[src/logic/tcp_pkg.sv]
package tcp_pkg;
  // waveform_mode_select encodings
  localparam logic [3:0] MODE_CTC_A = 4'h4;
  localparam logic [3:0] MODE_FP8 = 4'h5;
  localparam logic [3:0] MODE_FP9 = 4'h6;
  localparam logic [3:0] MODE_FP10 = 4'h7;
  localparam logic [3:0] MODE_CTC_CAP = 4'hC;
  localparam logic [3:0] MODE_FP_CAP = 4'hE;
  localparam logic [3:0] MODE_FP_A = 4'hF;
  // compare_output_action encodings
  localparam logic [1:0] ACT_NONE = 2'h0;
  localparam logic [1:0] ACT_TOGGLE = 2'h1;
  localparam logic [1:0] ACT_CLEAR = 2'h2;
  localparam logic [1:0] ACT_SET = 2'h3;
  // fixed TOP, MAX and BOTTOM values
  localparam logic [15:0] TOP_8BIT = 16'h00FF;
  localparam logic [15:0] TOP_9BIT = 16'h01FF;
  localparam logic [15:0] TOP_10BIT = 16'h03FF;
  localparam logic [15:0] CNT_MAX = 16'hFFFF;
  localparam logic [15:0] CNT_BOTTOM = 16'h0000;
  // register offsets
  localparam logic [3:0] ADDR_CTRL = 4'h0;
  localparam logic [3:0] ADDR_COUNT = 4'h1;
  localparam logic [3:0] ADDR_CMP_A = 4'h2;
  localparam logic [3:0] ADDR_CMP_B = 4'h3;
  localparam logic [3:0] ADDR_CAPTURE = 4'h4;
  localparam logic [3:0] ADDR_FLAGS = 4'h5;
  localparam logic [3:0] ADDR_DIVIDE = 4'h6;
  // reset values
  localparam logic [15:0] RST_WORD = 16'h0000;
  localparam logic [15:0] RST_DIVIDE = 16'h0000;
  // control register field positions
  localparam int CTRL_MODE_LSB = 0;
  localparam int CTRL_ACT_A_LSB = 4;
  localparam int CTRL_ACT_B_LSB = 6;
  localparam int CTRL_DIR_A = 8;
  localparam int CTRL_DIR_B = 9;
  localparam int CTRL_PORT_A = 10;
  localparam int CTRL_PORT_B = 11;
  // flag register positions
  localparam int FLG_OVF = 0;
  localparam int FLG_CMP_A = 1;
  localparam int FLG_CMP_B = 2;
  localparam int FLG_CAP = 3;
endpackage

[src/logic/tcp_pwm.sv]
`timescale 1ns/1ns
// Function
// - ctc clears counter on match of mode source
// - ctc sets top register flag at top
// - ctc top unbuffered, late write wraps through max
// - ctc action 1 toggles channel a
// - pin driven only while direction bit set
// - ctc overflow flag set on max rollover
// - fast pwm top per mode select
// - count up to top, clear next tick
// - action 2 clear/set bottom, 3 inverse
// - fast pwm overflow and top flag at top
// - fixed top masks compare bits on write
// - compare a buffered, loaded at top
// - capture top takes effect immediately
// - zero gives spike, top gives constant level
// - fast pwm toggle only in mode 15
// - ctc toggle period two n times cmp+1
// - cmp zero toggles every tick
// - pwm period n times top plus one
// - counter write blocks match next tick
// - reset clears channel output registers
// - nonzero action overrides port function
module tcp_pwm
  import tcp_pkg::*;
(
  input wire logic REF_CLK_I,
  input wire logic ARST_N_I,
  input wire logic [3:0] ADDR_I,
  input wire logic [15:0] WDATA_I,
  input wire logic WR_I,
  input wire logic RD_I,
  output logic [15:0] RDATA_O,
  output logic PIN_A_O,
  output logic PIN_A_OE_O,
  output logic PIN_B_O,
  output logic PIN_B_OE_O
);

  // ==========================================================
  // reset release
  logic rst_s1_q, rst_n_q;
  always_ff @(posedge REF_CLK_I or negedge ARST_N_I) begin
    if (!ARST_N_I) begin
      rst_s1_q <= 1'b0;
      rst_n_q <= 1'b0;
    end else begin
      rst_s1_q <= 1'b1;
      rst_n_q <= rst_s1_q;
    end
  end

  // ==========================================================
  // register state
  logic [11:0] ctrl_q;
  logic [15:0] count_q, cmp_a_q, cmp_a_buf_q, cmp_b_q, capture_q, divide_q, div_cnt_q;
  logic [3:0] flags_q;
  logic out_a_q, out_b_q, block_q;
  logic tick;

  wire [3:0] mode = ctrl_q[CTRL_MODE_LSB +: 4];
  wire [1:0] act_a = ctrl_q[CTRL_ACT_A_LSB +: 2];
  wire [1:0] act_b = ctrl_q[CTRL_ACT_B_LSB +: 2];
  wire wr_ctrl = WR_I && ADDR_I == ADDR_CTRL;
  wire wr_count = WR_I && ADDR_I == ADDR_COUNT;
  wire wr_flags = WR_I && ADDR_I == ADDR_FLAGS;

  function automatic logic is_fast(input logic [3:0] m);
    return m == MODE_FP8 || m == MODE_FP9 || m == MODE_FP10 || m == MODE_FP_CAP || m == MODE_FP_A;
  endfunction

  function automatic logic is_ctc(input logic [3:0] m);
    return m == MODE_CTC_A || m == MODE_CTC_CAP;
  endfunction

  // mask for fixed-top resolution; all ones when top is register defined
  function automatic logic [15:0] res_mask(input logic [3:0] m);
    case (m)
      MODE_FP8: return TOP_8BIT;
      MODE_FP9: return TOP_9BIT;
      MODE_FP10: return TOP_10BIT;
      default: return CNT_MAX;
    endcase
  endfunction

  wire fast = is_fast(mode);
  wire clear_on_match_mode = is_ctc(mode);
  wire top_is_a = mode == MODE_CTC_A || mode == MODE_FP_A;
  wire top_is_cap = mode == MODE_CTC_CAP || mode == MODE_FP_CAP;

  // ==========================================================
  // top and match detection
  logic [15:0] top_val;
  always_comb begin
    case (mode)
      MODE_FP8: top_val = TOP_8BIT;
      MODE_FP9: top_val = TOP_9BIT;
      MODE_FP10: top_val = TOP_10BIT;
      MODE_CTC_CAP, MODE_FP_CAP: top_val = capture_q;
      default: top_val = cmp_a_q;
    endcase
  end

  // matches compare the live registers, so an unbuffered top written below
  // the count is simply missed and the counter runs on to max
  wire at_top = (clear_on_match_mode || fast) && count_q == top_val && !block_q;
  wire match_a = count_q == cmp_a_q && !block_q;
  wire match_b = count_q == cmp_b_q && !block_q;
  wire at_max = count_q == CNT_MAX;

  // ==========================================================
  // prescaler: tick every divide_q+1 clocks
  always_ff @(posedge REF_CLK_I or negedge rst_n_q) begin
    if (!rst_n_q) begin
      div_cnt_q <= RST_DIVIDE;
    end else if (div_cnt_q >= divide_q) begin
      div_cnt_q <= RST_DIVIDE;
    end else begin
      div_cnt_q <= div_cnt_q + 16'h0001;
    end
  end
  assign tick = div_cnt_q >= divide_q;

  // ==========================================================
  // counter
  always_ff @(posedge REF_CLK_I or negedge rst_n_q) begin
    if (!rst_n_q) begin
      count_q <= RST_WORD;
    end else if (wr_count) begin
      count_q <= WDATA_I;
    end else if (tick) begin
      if (at_top) begin
        count_q <= CNT_BOTTOM;
      end else begin
        count_q <= count_q + 16'h0001;
      end
    end
  end

  // write blocks matches and top on the next timer tick, however many clocks away
  always_ff @(posedge REF_CLK_I or negedge rst_n_q) begin
    if (!rst_n_q) begin
      block_q <= 1'b0;
    end else if (wr_count) begin
      block_q <= 1'b1;
    end else if (tick) begin
      block_q <= 1'b0;
    end
  end

  // ==========================================================
  // compare and capture registers
  always_ff @(posedge REF_CLK_I or negedge rst_n_q) begin
    if (!rst_n_q) begin
      cmp_a_buf_q <= RST_WORD;
      cmp_a_q <= RST_WORD;
      cmp_b_q <= RST_WORD;
      capture_q <= RST_WORD;
    end else begin
      if (WR_I && ADDR_I == ADDR_CMP_A) begin
        cmp_a_buf_q <= WDATA_I & res_mask(mode);
        if (!fast) begin
          cmp_a_q <= WDATA_I & res_mask(mode);
        end
      end
      if (WR_I && ADDR_I == ADDR_CMP_B) begin
        cmp_b_q <= WDATA_I & res_mask(mode);
      end
      if (WR_I && ADDR_I == ADDR_CAPTURE) begin
        capture_q <= WDATA_I;
      end
      if (fast && tick && at_top) begin
        cmp_a_q <= cmp_a_buf_q;
      end
    end
  end

  // ==========================================================
  // flags: hardware set wins over a software write-one clear
  logic [3:0] set_flags;
  always_comb begin
    set_flags = '0;
    if (tick) begin
      if (clear_on_match_mode && at_max) begin
        set_flags[FLG_OVF] = 1'b1;
      end
      if (fast && at_top) begin
        set_flags[FLG_OVF] = 1'b1;
      end
      if (at_top && top_is_cap) begin
        set_flags[FLG_CAP] = 1'b1;
      end
      if ((at_top && top_is_a) || match_a) begin
        set_flags[FLG_CMP_A] = 1'b1;
      end
      if (match_b) begin
        set_flags[FLG_CMP_B] = 1'b1;
      end
    end
  end

  always_ff @(posedge REF_CLK_I or negedge rst_n_q) begin
    if (!rst_n_q) begin
      flags_q <= '0;
    end else if (wr_flags) begin
      flags_q <= (flags_q & ~WDATA_I[3:0]) | set_flags;
    end else begin
      flags_q <= flags_q | set_flags;
    end
  end

  // ==========================================================
  // waveform outputs
  function automatic logic next_out(input logic cur, input logic [1:0] act, input logic match,
                                    input logic bottom, input logic tog_ok);
    logic r;
    r = cur;
    if (fast) begin
      if (act == ACT_TOGGLE && tog_ok && match) begin
        r = ~cur;
      end else if (act == ACT_CLEAR) begin
        // match wins: compare equal to top yields a steady level
        if (match) r = 1'b0;
        else if (bottom) r = 1'b1;
      end else if (act == ACT_SET) begin
        if (match) r = 1'b1;
        else if (bottom) r = 1'b0;
      end
    end else if (match) begin
      case (act)
        ACT_TOGGLE: r = ~cur;
        ACT_CLEAR: r = 1'b0;
        ACT_SET: r = 1'b1;
        default: r = cur;
      endcase
    end
    return r;
  endfunction

  // bottom is the tick on which the counter clears from top
  wire bottom = fast && at_top;

  always_ff @(posedge REF_CLK_I or negedge rst_n_q) begin
    if (!rst_n_q) begin
      out_a_q <= 1'b0;
      out_b_q <= 1'b0;
    end else if (tick) begin
      out_a_q <= next_out(out_a_q, act_a, match_a, bottom, mode == MODE_FP_A);
      out_b_q <= next_out(out_b_q, act_b, match_b, bottom, 1'b0);
    end
  end

  // ==========================================================
  // pins and control
  always_ff @(posedge REF_CLK_I or negedge rst_n_q) begin
    if (!rst_n_q) begin
      ctrl_q <= '0;
      divide_q <= RST_DIVIDE;
    end else begin
      if (wr_ctrl) ctrl_q <= WDATA_I[11:0];
      if (WR_I && ADDR_I == ADDR_DIVIDE) divide_q <= WDATA_I;
    end
  end

  // registered pins lag the internal output by one clock
  always_ff @(posedge REF_CLK_I or negedge rst_n_q) begin
    if (!rst_n_q) begin
      PIN_A_O <= 1'b0;
      PIN_B_O <= 1'b0;
      PIN_A_OE_O <= 1'b0;
      PIN_B_OE_O <= 1'b0;
    end else begin
      PIN_A_O <= (act_a != ACT_NONE) ? out_a_q : ctrl_q[CTRL_PORT_A];
      PIN_B_O <= (act_b != ACT_NONE) ? out_b_q : ctrl_q[CTRL_PORT_B];
      PIN_A_OE_O <= ctrl_q[CTRL_DIR_A];
      PIN_B_OE_O <= ctrl_q[CTRL_DIR_B];
    end
  end

  // ==========================================================
  // read port
  always_ff @(posedge REF_CLK_I or negedge rst_n_q) begin
    if (!rst_n_q) begin
      RDATA_O <= '0;
    end else if (RD_I) begin
      case (ADDR_I)
        ADDR_CTRL: RDATA_O <= {4'h0, ctrl_q};
        ADDR_COUNT: RDATA_O <= count_q;
        ADDR_CMP_A: RDATA_O <= fast ? cmp_a_buf_q : cmp_a_q;
        ADDR_CMP_B: RDATA_O <= cmp_b_q;
        ADDR_CAPTURE: RDATA_O <= capture_q;
        ADDR_FLAGS: RDATA_O <= {12'h000, flags_q};
        ADDR_DIVIDE: RDATA_O <= divide_q;
        default: RDATA_O <= '0;
      endcase
    end else begin
      RDATA_O <= '0;
    end
  end

  // ==========================================================
  // checks
  property p_clear_at_top;
    @(posedge REF_CLK_I) disable iff (!rst_n_q)
      tick && at_top && !wr_count |=> count_q == CNT_BOTTOM;
  endproperty
  a_clear_at_top: assert property (p_clear_at_top) else $error("counter not cleared after top");

  property p_ovf_fast;
    @(posedge REF_CLK_I) disable iff (!rst_n_q)
      tick && fast && at_top |=> flags_q[FLG_OVF];
  endproperty
  a_ovf_fast: assert property (p_ovf_fast) else $error("overflow flag missing at top");

  property p_ovf_ctc;
    @(posedge REF_CLK_I) disable iff (!rst_n_q)
      tick && clear_on_match_mode && at_max |=> flags_q[FLG_OVF];
  endproperty
  a_ovf_ctc: assert property (p_ovf_ctc) else $error("overflow flag missing at max");

  property p_buffer_load;
    @(posedge REF_CLK_I) disable iff (!rst_n_q)
      tick && fast && at_top && !(WR_I && ADDR_I == ADDR_CMP_A) |=> cmp_a_q == $past(cmp_a_buf_q);
  endproperty
  a_buffer_load: assert property (p_buffer_load) else $error("compare a not loaded at top");

  property p_block;
    @(posedge REF_CLK_I) disable iff (!rst_n_q)
      wr_count |=> !match_a && !at_top;
  endproperty
  a_block: assert property (p_block) else $error("match not blocked after count write");

  property p_toggle;
    @(posedge REF_CLK_I) disable iff (!rst_n_q)
      tick && clear_on_match_mode && act_a == ACT_TOGGLE && match_a |=> out_a_q != $past(out_a_q);
  endproperty
  a_toggle: assert property (p_toggle) else $error("channel a did not toggle");

  property p_fast_clear;
    @(posedge REF_CLK_I) disable iff (!rst_n_q)
      tick && fast && act_a == ACT_CLEAR && match_a |=> !out_a_q;
  endproperty
  a_fast_clear: assert property (p_fast_clear) else $error("non-inverted output not cleared");

  property p_hold_no_tick;
    @(posedge REF_CLK_I) disable iff (!rst_n_q)
      !tick && !WR_I |=> $stable(count_q) && $stable(out_a_q);
  endproperty
  a_hold_no_tick: assert property (p_hold_no_tick) else $error("state moved without tick");

  property p_pin_oe;
    @(posedge REF_CLK_I) disable iff (!rst_n_q)
      1'b1 |=> PIN_A_OE_O == $past(ctrl_q[CTRL_DIR_A]);
  endproperty
  a_pin_oe: assert property (p_pin_oe) else $error("pin enable not from direction bit");

  property p_fast_set_b;
    @(posedge REF_CLK_I) disable iff (!rst_n_q)
      tick && fast && act_b == ACT_SET && match_b |=> out_b_q;
  endproperty
  a_fast_set_b: assert property (p_fast_set_b) else $error("inverted output not set on match");

  property p_top_flag;
    @(posedge REF_CLK_I) disable iff (!rst_n_q)
      tick && at_top && top_is_cap |=> flags_q[FLG_CAP];
  endproperty
  a_top_flag: assert property (p_top_flag) else $error("capture flag missing at top");

  // capture top is live the cycle after the write; no buffer stands in between
  property p_cap_write;
    @(posedge REF_CLK_I) disable iff (!rst_n_q)
      WR_I && ADDR_I == ADDR_CAPTURE |=> capture_q == $past(WDATA_I);
  endproperty
  a_cap_write: assert property (p_cap_write) else $error("capture top not taken at once");

  c_fast_top: cover property (@(posedge REF_CLK_I) disable iff (!rst_n_q) tick && fast && at_top);
  c_ctc_toggle: cover property (@(posedge REF_CLK_I) disable iff (!rst_n_q) tick && clear_on_match_mode && match_a);
  c_wrap: cover property (@(posedge REF_CLK_I) disable iff (!rst_n_q) tick && clear_on_match_mode && at_max);
  c_fp_toggle: cover property (@(posedge REF_CLK_I) disable iff (!rst_n_q) tick && mode == MODE_FP_A && match_a);
endmodule

[config.mk]
export PLATFORM = sky130hd
export DESIGN_NAME = tcp_pwm
export DESIGN_NICKNAME = d
export VERILOG_FILES = /design/src/logic/tcp_pkg.sv /design/src/logic/tcp_pwm.sv
export SDC_FILE = /design/constraint.sdc
export NUM_CORES = 1
export LEC_CHECK = 0
export BUFFER_PORTS_ARGS = -buffer_cell sky130_fd_sc_hd__buf_2
export CELL_PAD_IN_SITES_DETAIL_PLACEMENT = 1
export CELL_PAD_IN_SITES_GLOBAL_PLACEMENT = 1
export CORE_UTILIZATION = 44
export DETAILED_ROUTE_END_ITERATION = 8
export PLACE_DENSITY_LB_ADDON = 0.1
export SETUP_SLACK_MARGIN = 0.4
export SYNTH_ARGS = -nofsm -noshare
export SYNTH_HDL_FRONTEND = slang
export SYNTH_SLANG_ARGS = --single-unit
[constraint.sdc]
create_clock -name REF_CLK_I -period 4.7 [get_ports REF_CLK_I]
set_input_delay 0.47 -clock REF_CLK_I [delete_from_list [all_inputs] [get_ports REF_CLK_I]]
set_output_delay 0.47 -clock REF_CLK_I [all_outputs]
set_load 0.01 [all_outputs]
== Word level (Yosys, flattened, before mapping) ==
Index checks and enable logic that the tools add are counted.
Widths: inputs -> output; s select.
Storage, ports and cells
  register bits after elaboration: 153
  bits in latches: 0
  bits in writable memories: 0
  memory bits (read-only): 0
  output and inout bits: 20
  logic and storage cells: 147
  memories kept: 0
Cells by class
  $add $sub $neg: 2
  $mul: 0
  divide/modulo/power cells: 0
  order comparisons: 1
  eq/ne operators: 30
  shift-type cells: 0
  muxes and demuxes: 44
  bitwise logic cells: 9
  reduce and logical (&&, ||, !) cells: 42
Operators by type and width (number)
  $mux 16: 13
  $pmux 16 s7: 1
  $pmux 16 s4: 1
  $and 16x16->16: 3
  $eq 16x16->1: 3
  $pmux 16 s3: 1
  $add 16x1->16 const B: 2
  $eq 4x3->1 const B: 7
  $mux 1: 24
  $logic_and 1x1->1: 19
  $eq 16x16->1 const B: 1
  $ge 16x16->1: 1
  $eq 4x4->1 const B: 3
  $reduce_and 6->1: 2
  $reduce_bool 2->1: 6
  $logic_or 1x1->1: 9
  $eq 2x2->1 const B: 4
  $eq 4x2->1 const B: 2
  $mux 4: 2
  $ne 4x4->1 const B: 2
  $or 4x4->4: 2
  $ne 3x3->1 const B: 2
  $pmux 1 s3: 2
  $and 4x4->4: 1
  13 further kinds: 15

== Longest topological paths before layout ==
Gate-level depths: netlist of the first run.
  depth in word-level cells: 15
  mapped depth: 11
  gate-level depth less buffers: 10

== Least setup slack after synthesis of the first run ==
Ideal clock, no wire load.
  kind: reg2reg
  from: register ctrl_q[1]
  to: register out_a_q
  arrival time: 2.564 ns
  required time: 4.575 ns
  slack: 2.011 ns
  stages on the path, launching flop included: 11
  buffers on the path: 2
  path through: dfrtp_1 clkbuf_1 nor2_1 a222oi_1 xnor2_1 or3b_1 a2111oi_2 and3_1 buf_4 a41oi_2 mux2_4
Between the ends
  longest elaborated chain between the ends: 11
  elaborated cells on any way between the ends: 29
  classes of those cells: 11 x eq/ne; 3 x mux; 15 x reduce/logical
Ends and longest elaborated chain
  start: declaration: line tcp_pwm.sv:55  | logic [11:0] ctrl_q;
  start signal: assignment: line tcp_pwm.sv:260  | if (wr_ctrl) ctrl_q <= WDATA_I[11:0];
  parallel branches: the longest is 11 deep, another holds $pmux 16 s4
  end signal: assignment: line tcp_pwm.sv:248  | out_a_q <= next_out(out_a_q, act_a, match_a, bottom, mode == MODE_FP_A);
  end: declaration: line tcp_pwm.sv:58  | logic out_a_q, out_b_q, block_q;
Several ways; the timed one is not identified.
A chain may end at the register's enable or synchronous reset.

== Final worst setup path of the first run ==
  from: register ctrl_q[3]
  to: register count_q[15]
Between the ends
  longest elaborated chain between the ends: 11
  elaborated cells on any way between the ends: 21
  classes of those cells: 8 x eq/ne; 4 x mux; 9 x reduce/logical
Ends and longest elaborated chain
  parallel branches: the longest is 6 deep, another holds $pmux 16 s4
  $logic_and 1x1->1 (*) (2 in series): line tcp_pwm.sv:106  | wire at_top = (clear_on_match_mode || fast) && count_q == top_val && !block_q;
  $mux 16 (*): line tcp_pwm.sv:132  | if (at_top) begin
  $mux 16 (*): line tcp_pwm.sv:131  | end else if (tick) begin
  $mux 16 (*): line tcp_pwm.sv:129  | end else if (wr_count) begin
  end signal: assignment: line tcp_pwm.sv:135  | count_q <= count_q + 16'h0001;
  end: declaration: line tcp_pwm.sv:56  | logic [15:0] count_q, cmp_a_q, cmp_a_buf_q, cmp_b_q, capture_q, divide_q, div_cnt_q;
Every way passes the cells marked *. The select of a mux whose other input is x is not followed.

==> metrics.cfg, run 1 <==
[yosys]
yosysWarnings=0
synth_edf_count=0
yosysSeqAreaShare_pct=44.29
ys_top_cells_by_area=dfrtp_1 (44%), mux2_2 (7.8%), nand2_1 (5.0%)
synth_area_per_cell_sq_um=9.499
synth-async-reset-ratio_pct=100.0
yosysTopAreaCell=dfrtp_1
synth_cell_types=66
synth_flop_cell=dfrtp_1
synth_top_area_share_pct=44.29
synth_nets=955
ys_seq_elements=153
syn_area_sq_mm=0.008645
yosysMostFrequentCell=dfrtp_1
synth_common_cells=dfrtp_1 (153), nand2_1 (116), nor2_1 (77)
netlist_instances=910

[global_routing]
grt_start_max_net_pins=152
grt.overflow.total=0
antenna_found_initial=0
grt_usage_pct=32.50
first_global_vias=7864
grt_pass1_wl_mm=48.18

[cells_and_area]
multiInputGateArea_sq_mm=0.004487
fin_util_pct=51.39
antenna_cells=0
layout.nets=972
area_delta_synth_final_pct=12.68
drive_gt1_share_pct=17.55
n_fill_cell=2162
seqCellArea_sq_mm=0.003832

[job]
drv_cap=0

[cts]
clockRootBuffer=clkbuf_16
cts_hold_buf=1
post_cts_resized=0
clk_pin_slew_ns=0.07
cts_tree=built
clk_path_buf_depth=2
h-tree-depth=4
clkLatencyLatePin_ns=0.43
clock-sinks=153
cts_buffers=17
post_cts_buffers=0

[detailed_routing]
vias_per_cell=6.193
vias=7432
wl_per_cell_microns=25.60
routed-wl-met2_mm=14.68
first_pass_iters=7
drcViolationCount=0
routed.top_layer=met4
route.antenna.remaining_nets=0
drt-met1-wl_mm=14.13
drt_iter0_markers=590
wl_met3_mm=1.357
routed_wl_mm=30.72

[timing]
finClkSkew_ns=0.009750
min_period_ns=3.704
fmax_mhz=270.0
rsz0062_at_grt=no
drv_slew=0
setup-tns-final_ns=0
setup_violations=0
worst_pin_slew_ns=1.064
post-route-period-util_pct=78.80
relSlewSlack_pct=28.40
final-hold-violation-count=0

[floorplan]
die_w_microns=142.2
core_area_sq_mm=0.01896
die_y_microns=142.2
start_util_pct=45.60
io_pins=44
die_area_sq_mm=0.02021
num_rows=50

[setup_path]
worstPathRequired_ns=4.99
rrSetupSlack_ns=1.0
critical_path_class=flip-flop to flip-flop
critPathArrivalTime_ns=3.99
r2r-start=ctrl_q[3]$_DFFE_PN0P_
start_kind=flip-flop
end_kind=flip-flop
rr_endpoint=count_q[15]$_DFFE_PN0P_
r2r_cells=8
crit_fanout=23

[placement]
dp_hpwl_mm=22.10
port_buffers=43
place_congestion=0.9544

[power_and_ir_drop]
power_density_mw_per_mm2=475.9
fin_total_pwr_w=0.004636
peakVddDrop_uv=270.4
leakage_nw=4.332

[status]
outcome=finished, final reports clean

[worst_hold_path]
min_path_type=input port to asynchronous set/reset pin

## through the flow
| stage | instance area [sq um] | instances | hold slack, ns | setup WS, ns |
|---|---|---|---|---|
| after CTS | 9741 | 1200 | 0.3339 | 1.140 |
| after detailed placement | 9116 | 1167 | 0.2581 | 1.159 |
| after floorplan | 8646 | 910 | 0.1744 | 2.011 |
| after global placement | 9116 | 1167 | 0.2554 | 1.204 |
| final | 9741 | 1200 | 0.3495 | 0.9963 |
| after global routing | 9741 | 1200 | 0.3521 | 0.8692 |
## worst max-delay path, stage by stage (launching register included)
cell	delay, ns
dfrtp_1	0.61
nor2_1	0.69
a221oi_1	0.17
a2bb2oi_1	0.18
xnor2_1	0.15
nor4_1	0.93
nand2_1	0.37
nor2_1	0.32
o31ai_1	0.12
## cell usage in the layout, fill, tap and decap left out, drive strengths merged, types with 3 or more instances in the layout
cell type,n
ha,21
nand3,23
clkbuf,21
a22oi,22
xor2,45
buf,61
nor4,16
nand3b,4
nor2,77
and2,7
nand4,17
a221oi,3
o21ai,35
a222oi,19
mux2i,12
a211oi,7
nor3,20
nand2b,6
o22ai,3
mux2,66
inv,32
and4,7
xnor2,17
clkinv,5
dfrtp,153
or4,3
nor2b,10
or3,9
o31ai,5
nand2,116
o211ai,3
and3,15
o311ai,5
a21oi,28
a31oi,17
## per-layer routing
metal  track usage [%]  vias up
met1             45.27     3863
met2             52.73      216
li1                  -     3309
met4             9.621        0
met5                 0        -
met3             4.273       44
## worst max path at each step
stage	start	to	depth (start not counted)
finish	ctrl_q[3]$_DFFE_PN0P_	count_q[15]$_DFFE_PN0P_	8
global route	ctrl_q[3]$_DFFE_PN0P_	count_q[10]$_DFFE_PN0P_	7
CTS	ctrl_q[3]$_DFFE_PN0P_	out_a_q$_DFFE_PN0P_	8
detailed placement	ctrl_q[3]$_DFFE_PN0P_	count_q[8]$_DFFE_PN0P_	7
global placement	ctrl_q[3]$_DFFE_PN0P_	count_q[15]$_DFFE_PN0P_	8
floorplan	ctrl_q[1]$_DFFE_PN0P_	out_a_q$_DFFE_PN0P_	10
## power by group
| part | internal (W) | total, W | switching [W] |
|---|---|---|---|
| registers | 0.00158 | 0.00197 | 0.000396 |
| logic | 0.000520 | 0.00121 | 0.000688 |
| clock network | 0.000848 | 0.00146 | 0.000607 |
## cells by family after synthesis
family          synth area share (%)
fa+ha+maj                      3.039
mux                            10.03
flops                          44.29
simple gates                   18.67
buf+inv                        4.212
xor+xnor                       6.282
compound gates                 13.43
other cells                  0.04338
## registers in the layout, indices dropped and copies added (netlist names), 4 cells and up
register and flops:
divide_q 16, count_q 16, cmp_a_buf_q 16, div_cnt_q 16, cmp_b_q 16, cmp_a_q 16, RDATA_O 16, flags_q 4
ctrl_q 12, capture_q 16
## cell type report
type	instances	area share, %
clock buffer	21	4.933
tap	260	3.340
sequential	153	39.34
inverter	29	1.118
multi-input combinational	664	46.06
clock inverter	11	1.374
timing repair buffer	62	3.828
No activity file was read; power rests on OpenSTA's default activity.
==> run 2, diff against run 1 <==
--- a/config.mk
+++ b/config.mk
@@ -5,10 +5,11 @@
 export SDC_FILE = /design/constraint.sdc
 export NUM_CORES = 1
 export LEC_CHECK = 0
+export ABC_AREA = 1
 export BUFFER_PORTS_ARGS = -buffer_cell sky130_fd_sc_hd__buf_2
 export CELL_PAD_IN_SITES_DETAIL_PLACEMENT = 1
 export CELL_PAD_IN_SITES_GLOBAL_PLACEMENT = 1
-export CORE_UTILIZATION = 44
+export CORE_UTILIZATION = 42
 export DETAILED_ROUTE_END_ITERATION = 8
 export PLACE_DENSITY_LB_ADDON = 0.1
 export SETUP_SLACK_MARGIN = 0.4
==> constraint.sdc (replaced) <==
create_clock -name REF_CLK_I -period 3.1 [get_ports REF_CLK_I]
set_input_delay 0.31 -clock REF_CLK_I [delete_from_list [all_inputs] [get_ports REF_CLK_I]]
set_output_delay 0.31 -clock REF_CLK_I [all_outputs]
set_load 0.01 [all_outputs]
==> run 2 against run 1 <==
Critical endpoint is now count_q[0]$_DFFE_PN0P_. Clock skew increased by 0.0035 ns. Count of clock-buffer cells in the layout is 2 lower. Non-clock buffer count rose by 19. Die area grew 7.4%. Area after synthesis up 2.6%.
==> metrics.cfg, run 2 <==
[cells_and_area]
n_fill_cell=2588
layout_common_cells=nand2_1 (310), dfrtp_1 (149), inv_1 (137), o21ai_0 (126), nor2_1 (76)
stdcell_count=1499
final_common_cell=nand2_1
layout.nets=1261
multiInputGateArea_sq_mm=0.004282
drive_gt1_share_pct=13.43
seqCellArea_sq_mm=0.003836
area_delta_synth_final_pct=14.17
antenna_cells=0
final_area_sq_mm=0.01013
fin_util_pct=49.43

[floorplan]
start_util_pct=43.30
core_area_sq_mm=0.02049
die_area_sq_mm=0.02171
num_rows=52
die_w_microns=147.4
io_pins=44
die_y_microns=147.4

[cts]
clk_path_buf_depth=2
clkLatencyLatePin_ns=0.44
clock-sinks=153
cts_tree=built
clk_pin_slew_ns=0.07
cts_buffers=17
clockRootBuffer=clkbuf_16
h-tree-depth=4

[setup_path]
r2r_cells=14
worstPathCellList=inv_1, ha_1, nand2_1, o21ai_0, nand2_1, o211ai_1, a21boi_0, nand2_1, clkinvlp_4, buf_12, nor2_2, buf_4, nand2_1, nand3_1
startpoint=divide_q[3]$_DFFE_PN0P_
rrSetupSlack_ns=0.53
rr_endpoint=count_q[0]$_DFFE_PN0P_
critPathArrivalTime_ns=2.95
start_kind=flip-flop
cpMaxStageDelayCell=dfrtp_1
crit_fanout=8
worst_path_most_repeated_cell=nand2_1
critPathMaxStageDelay_ns=0.41
r2r-start=divide_q[3]$_DFFE_PN0P_
end_kind=flip-flop
critical_path_class=flip-flop to flip-flop
endpoint=count_q[0]$_DFFE_PN0P_
worstPathRequired_ns=3.47

[detailed_routing]
first_pass_iters=7
wl_per_cell_microns=22.53
drt_iter0_markers=696
drcViolationCount=0
vias=8562
vias_per_cell=5.712
route.antenna.remaining_nets=0
routed_wl_mm=33.77

[yosys]
yosysMostFrequentCell=nand2_1
synth_edf_count=0
synth_common_cells=nand2_1 (311), dfrtp_1 (153), inv_1 (139)
netlist_instances=1161
ys_top_cells_by_area=dfrtp_1 (43%), nand2_1 (13%), o21ai_0 (7.1%)
yosysSeqAreaShare_pct=43.15
synth_area_per_cell_sq_um=7.643
yosysWarnings=0
yosysTopAreaCell=dfrtp_1
synth_cell_types=50
ys_seq_elements=153
synth-async-reset-ratio_pct=100.0
synth_nets=1206
synth_top_area_share_pct=43.15
synth_flop_cell=dfrtp_1
syn_area_sq_mm=0.008874

[placement]
port_buffers=43
place_congestion=0.9201
post-place-ws_ns=0.2437
post_dp_cell_area_sq_mm=0.009443
dp.cells=1459
dp_hpwl_mm=25.31

[timing]
rsz0062_at_grt=yes
min_period_ns=2.574
drv_slew=0
layout_setup_ws_ns=0.5255
post-route-period-util_pct=83.05
setup_violations=0
worst_pin_slew_ns=0.7360
fmax_mhz=388.4
final-hold-violation-count=0
setup-tns-final_ns=0
relSlewSlack_pct=50.88
finClkSkew_ns=0.01320

[global_routing]
grt.busiest_layer=met2
use_met2_pct=51.67
grt.overflow.total=0
grt_usage_pct=32.25
gr-usage-met3_pct=4.130
antenna_found_initial=0
first_global_vias=8793
use_met1_pct=43.32
grt_start_max_net_pins=65
grt_pass1_wl_mm=52.16

[power_and_ir_drop]
power_frac_seq_pct=39.8
switching_share_pct=41.92
peakVddDrop_uv=444.6
leakage_nw=4.887
p_comb_share_pct=33.3
clockPowerShare_pct=26.9
internal_power_w=0.004446
switching_power_w=0.003208
power_density_mw_per_mm2=755.5

[worst_hold_path]
min_path_type=input port to flip-flop
holdPathStages=3

[status]
outcome=finished, final reports clean

[job]
drv_cap=0

==> run 2: cell count changes after synthesis, moves of 19 or more <==
cell | before | now
inv_1 | 27 | 139
nand2_1 | 116 | 311
nand3_1 | 23 | 54
mux2_2 | 60 | 2
xor2_1 | 45 | 13
a21oi_1 | 28 | 54
clkbuf_1 | 56 | 32
o22ai_1 | 3 | 26
a22oi_1 | 22 | 2
o21ai_0 | 32 | 126
a222oi_1 | 19 | 0
==> run 2: worst max-delay path, delay by kind of cell, from the launching register on <==
family / cells / cell delay, ns
adders and majority gates: 1 / 0.29
and+or+nand+nor: 6 / 0.72
AOI/OAI and AO/OA: 3 / 0.53
DFF: 1 / 0.41
buffers and inverters: 4 / 0.55
==> run 2: cell type report <==
cell class,count,share of cell area [%]
clock buffers,19,4.471
clock inverters,13,1.099
inverters,146,5.533
multi-input cells,817,42.26
flip-flops and latches,153,37.87
well taps,270,3.335
repair buffers,81,5.434
==> run 2: worst min-delay path by stage <==
stage,from,endpoint,slack [ns]
global placement,ARST_N_I,rst_s1_q$_DFF_PN0_,0.1
detailed placement,ARST_N_I,rst_s1_q$_DFF_PN0_,0.1
floorplan,ARST_N_I,rst_n_q$_DFF_PN0_,0.01
global route,WDATA_I[13],count_q[13]$_DFFE_PN0P_,0.14
CTS,WDATA_I[13],count_q[13]$_DFFE_PN0P_,0.10
finish,WDATA_I[13],count_q[13]$_DFFE_PN0P_,0.11
==> run 2: logic make-up after synthesis <==
kind of cell,after synthesis,synth area share [%]
AOI/OAI and AO/OA,255,16.92
xor gates and xnor gates,18,1.777
adders and majority gates,21,2.961
buffers and inverters,191,8.940
DFF,153,43.15
muxes,2,0.2538
other,1,0.04226
and+or+nand+nor,520,25.96
==> run 2: per-stage QoR <==
stage | hold WS (ns) | power (W)
3_3_place_gp | 0.09586 | 0.005411
5_1_grt | 0.1376 | 0.008086
2_1_floorplan | 0.01441 | 0.004594
3_5_place_dp | 0.09763 | 0.005494
6_report | 0.1080 | 0.007654
4_1_cts | 0.1042 | 0.007592
==> run 2: power by group through the flow <==
stage                     combinational, W  clock [W]  sequential [W]
after floorplan                    0.00179          0         0.00281
after detailed placement           0.00243          0         0.00306
after CTS                          0.00248    0.00208         0.00303
after global placement             0.00236          0         0.00305
final                              0.00255    0.00206         0.00305
after global routing               0.00284    0.00215         0.00310
==> run 2: repair_timing <==
action | 4_1_cts | 5_1_grt
gates resized for setup | 3 | 10
pin swaps | 0 | 2
endpoints found under the hold margin | 2 | 0
buffers inserted | 0 | 7
endpoints found under the setup margin | 22 | 27
hold buffers | 1 | 0
==> run 2: routing by layer <==
layer	part of all wire (%)	routed length [microns]
met1	44	14960
met5	0	0
met2	46	15600
met3	5.0	1683
met4	4.5	1531
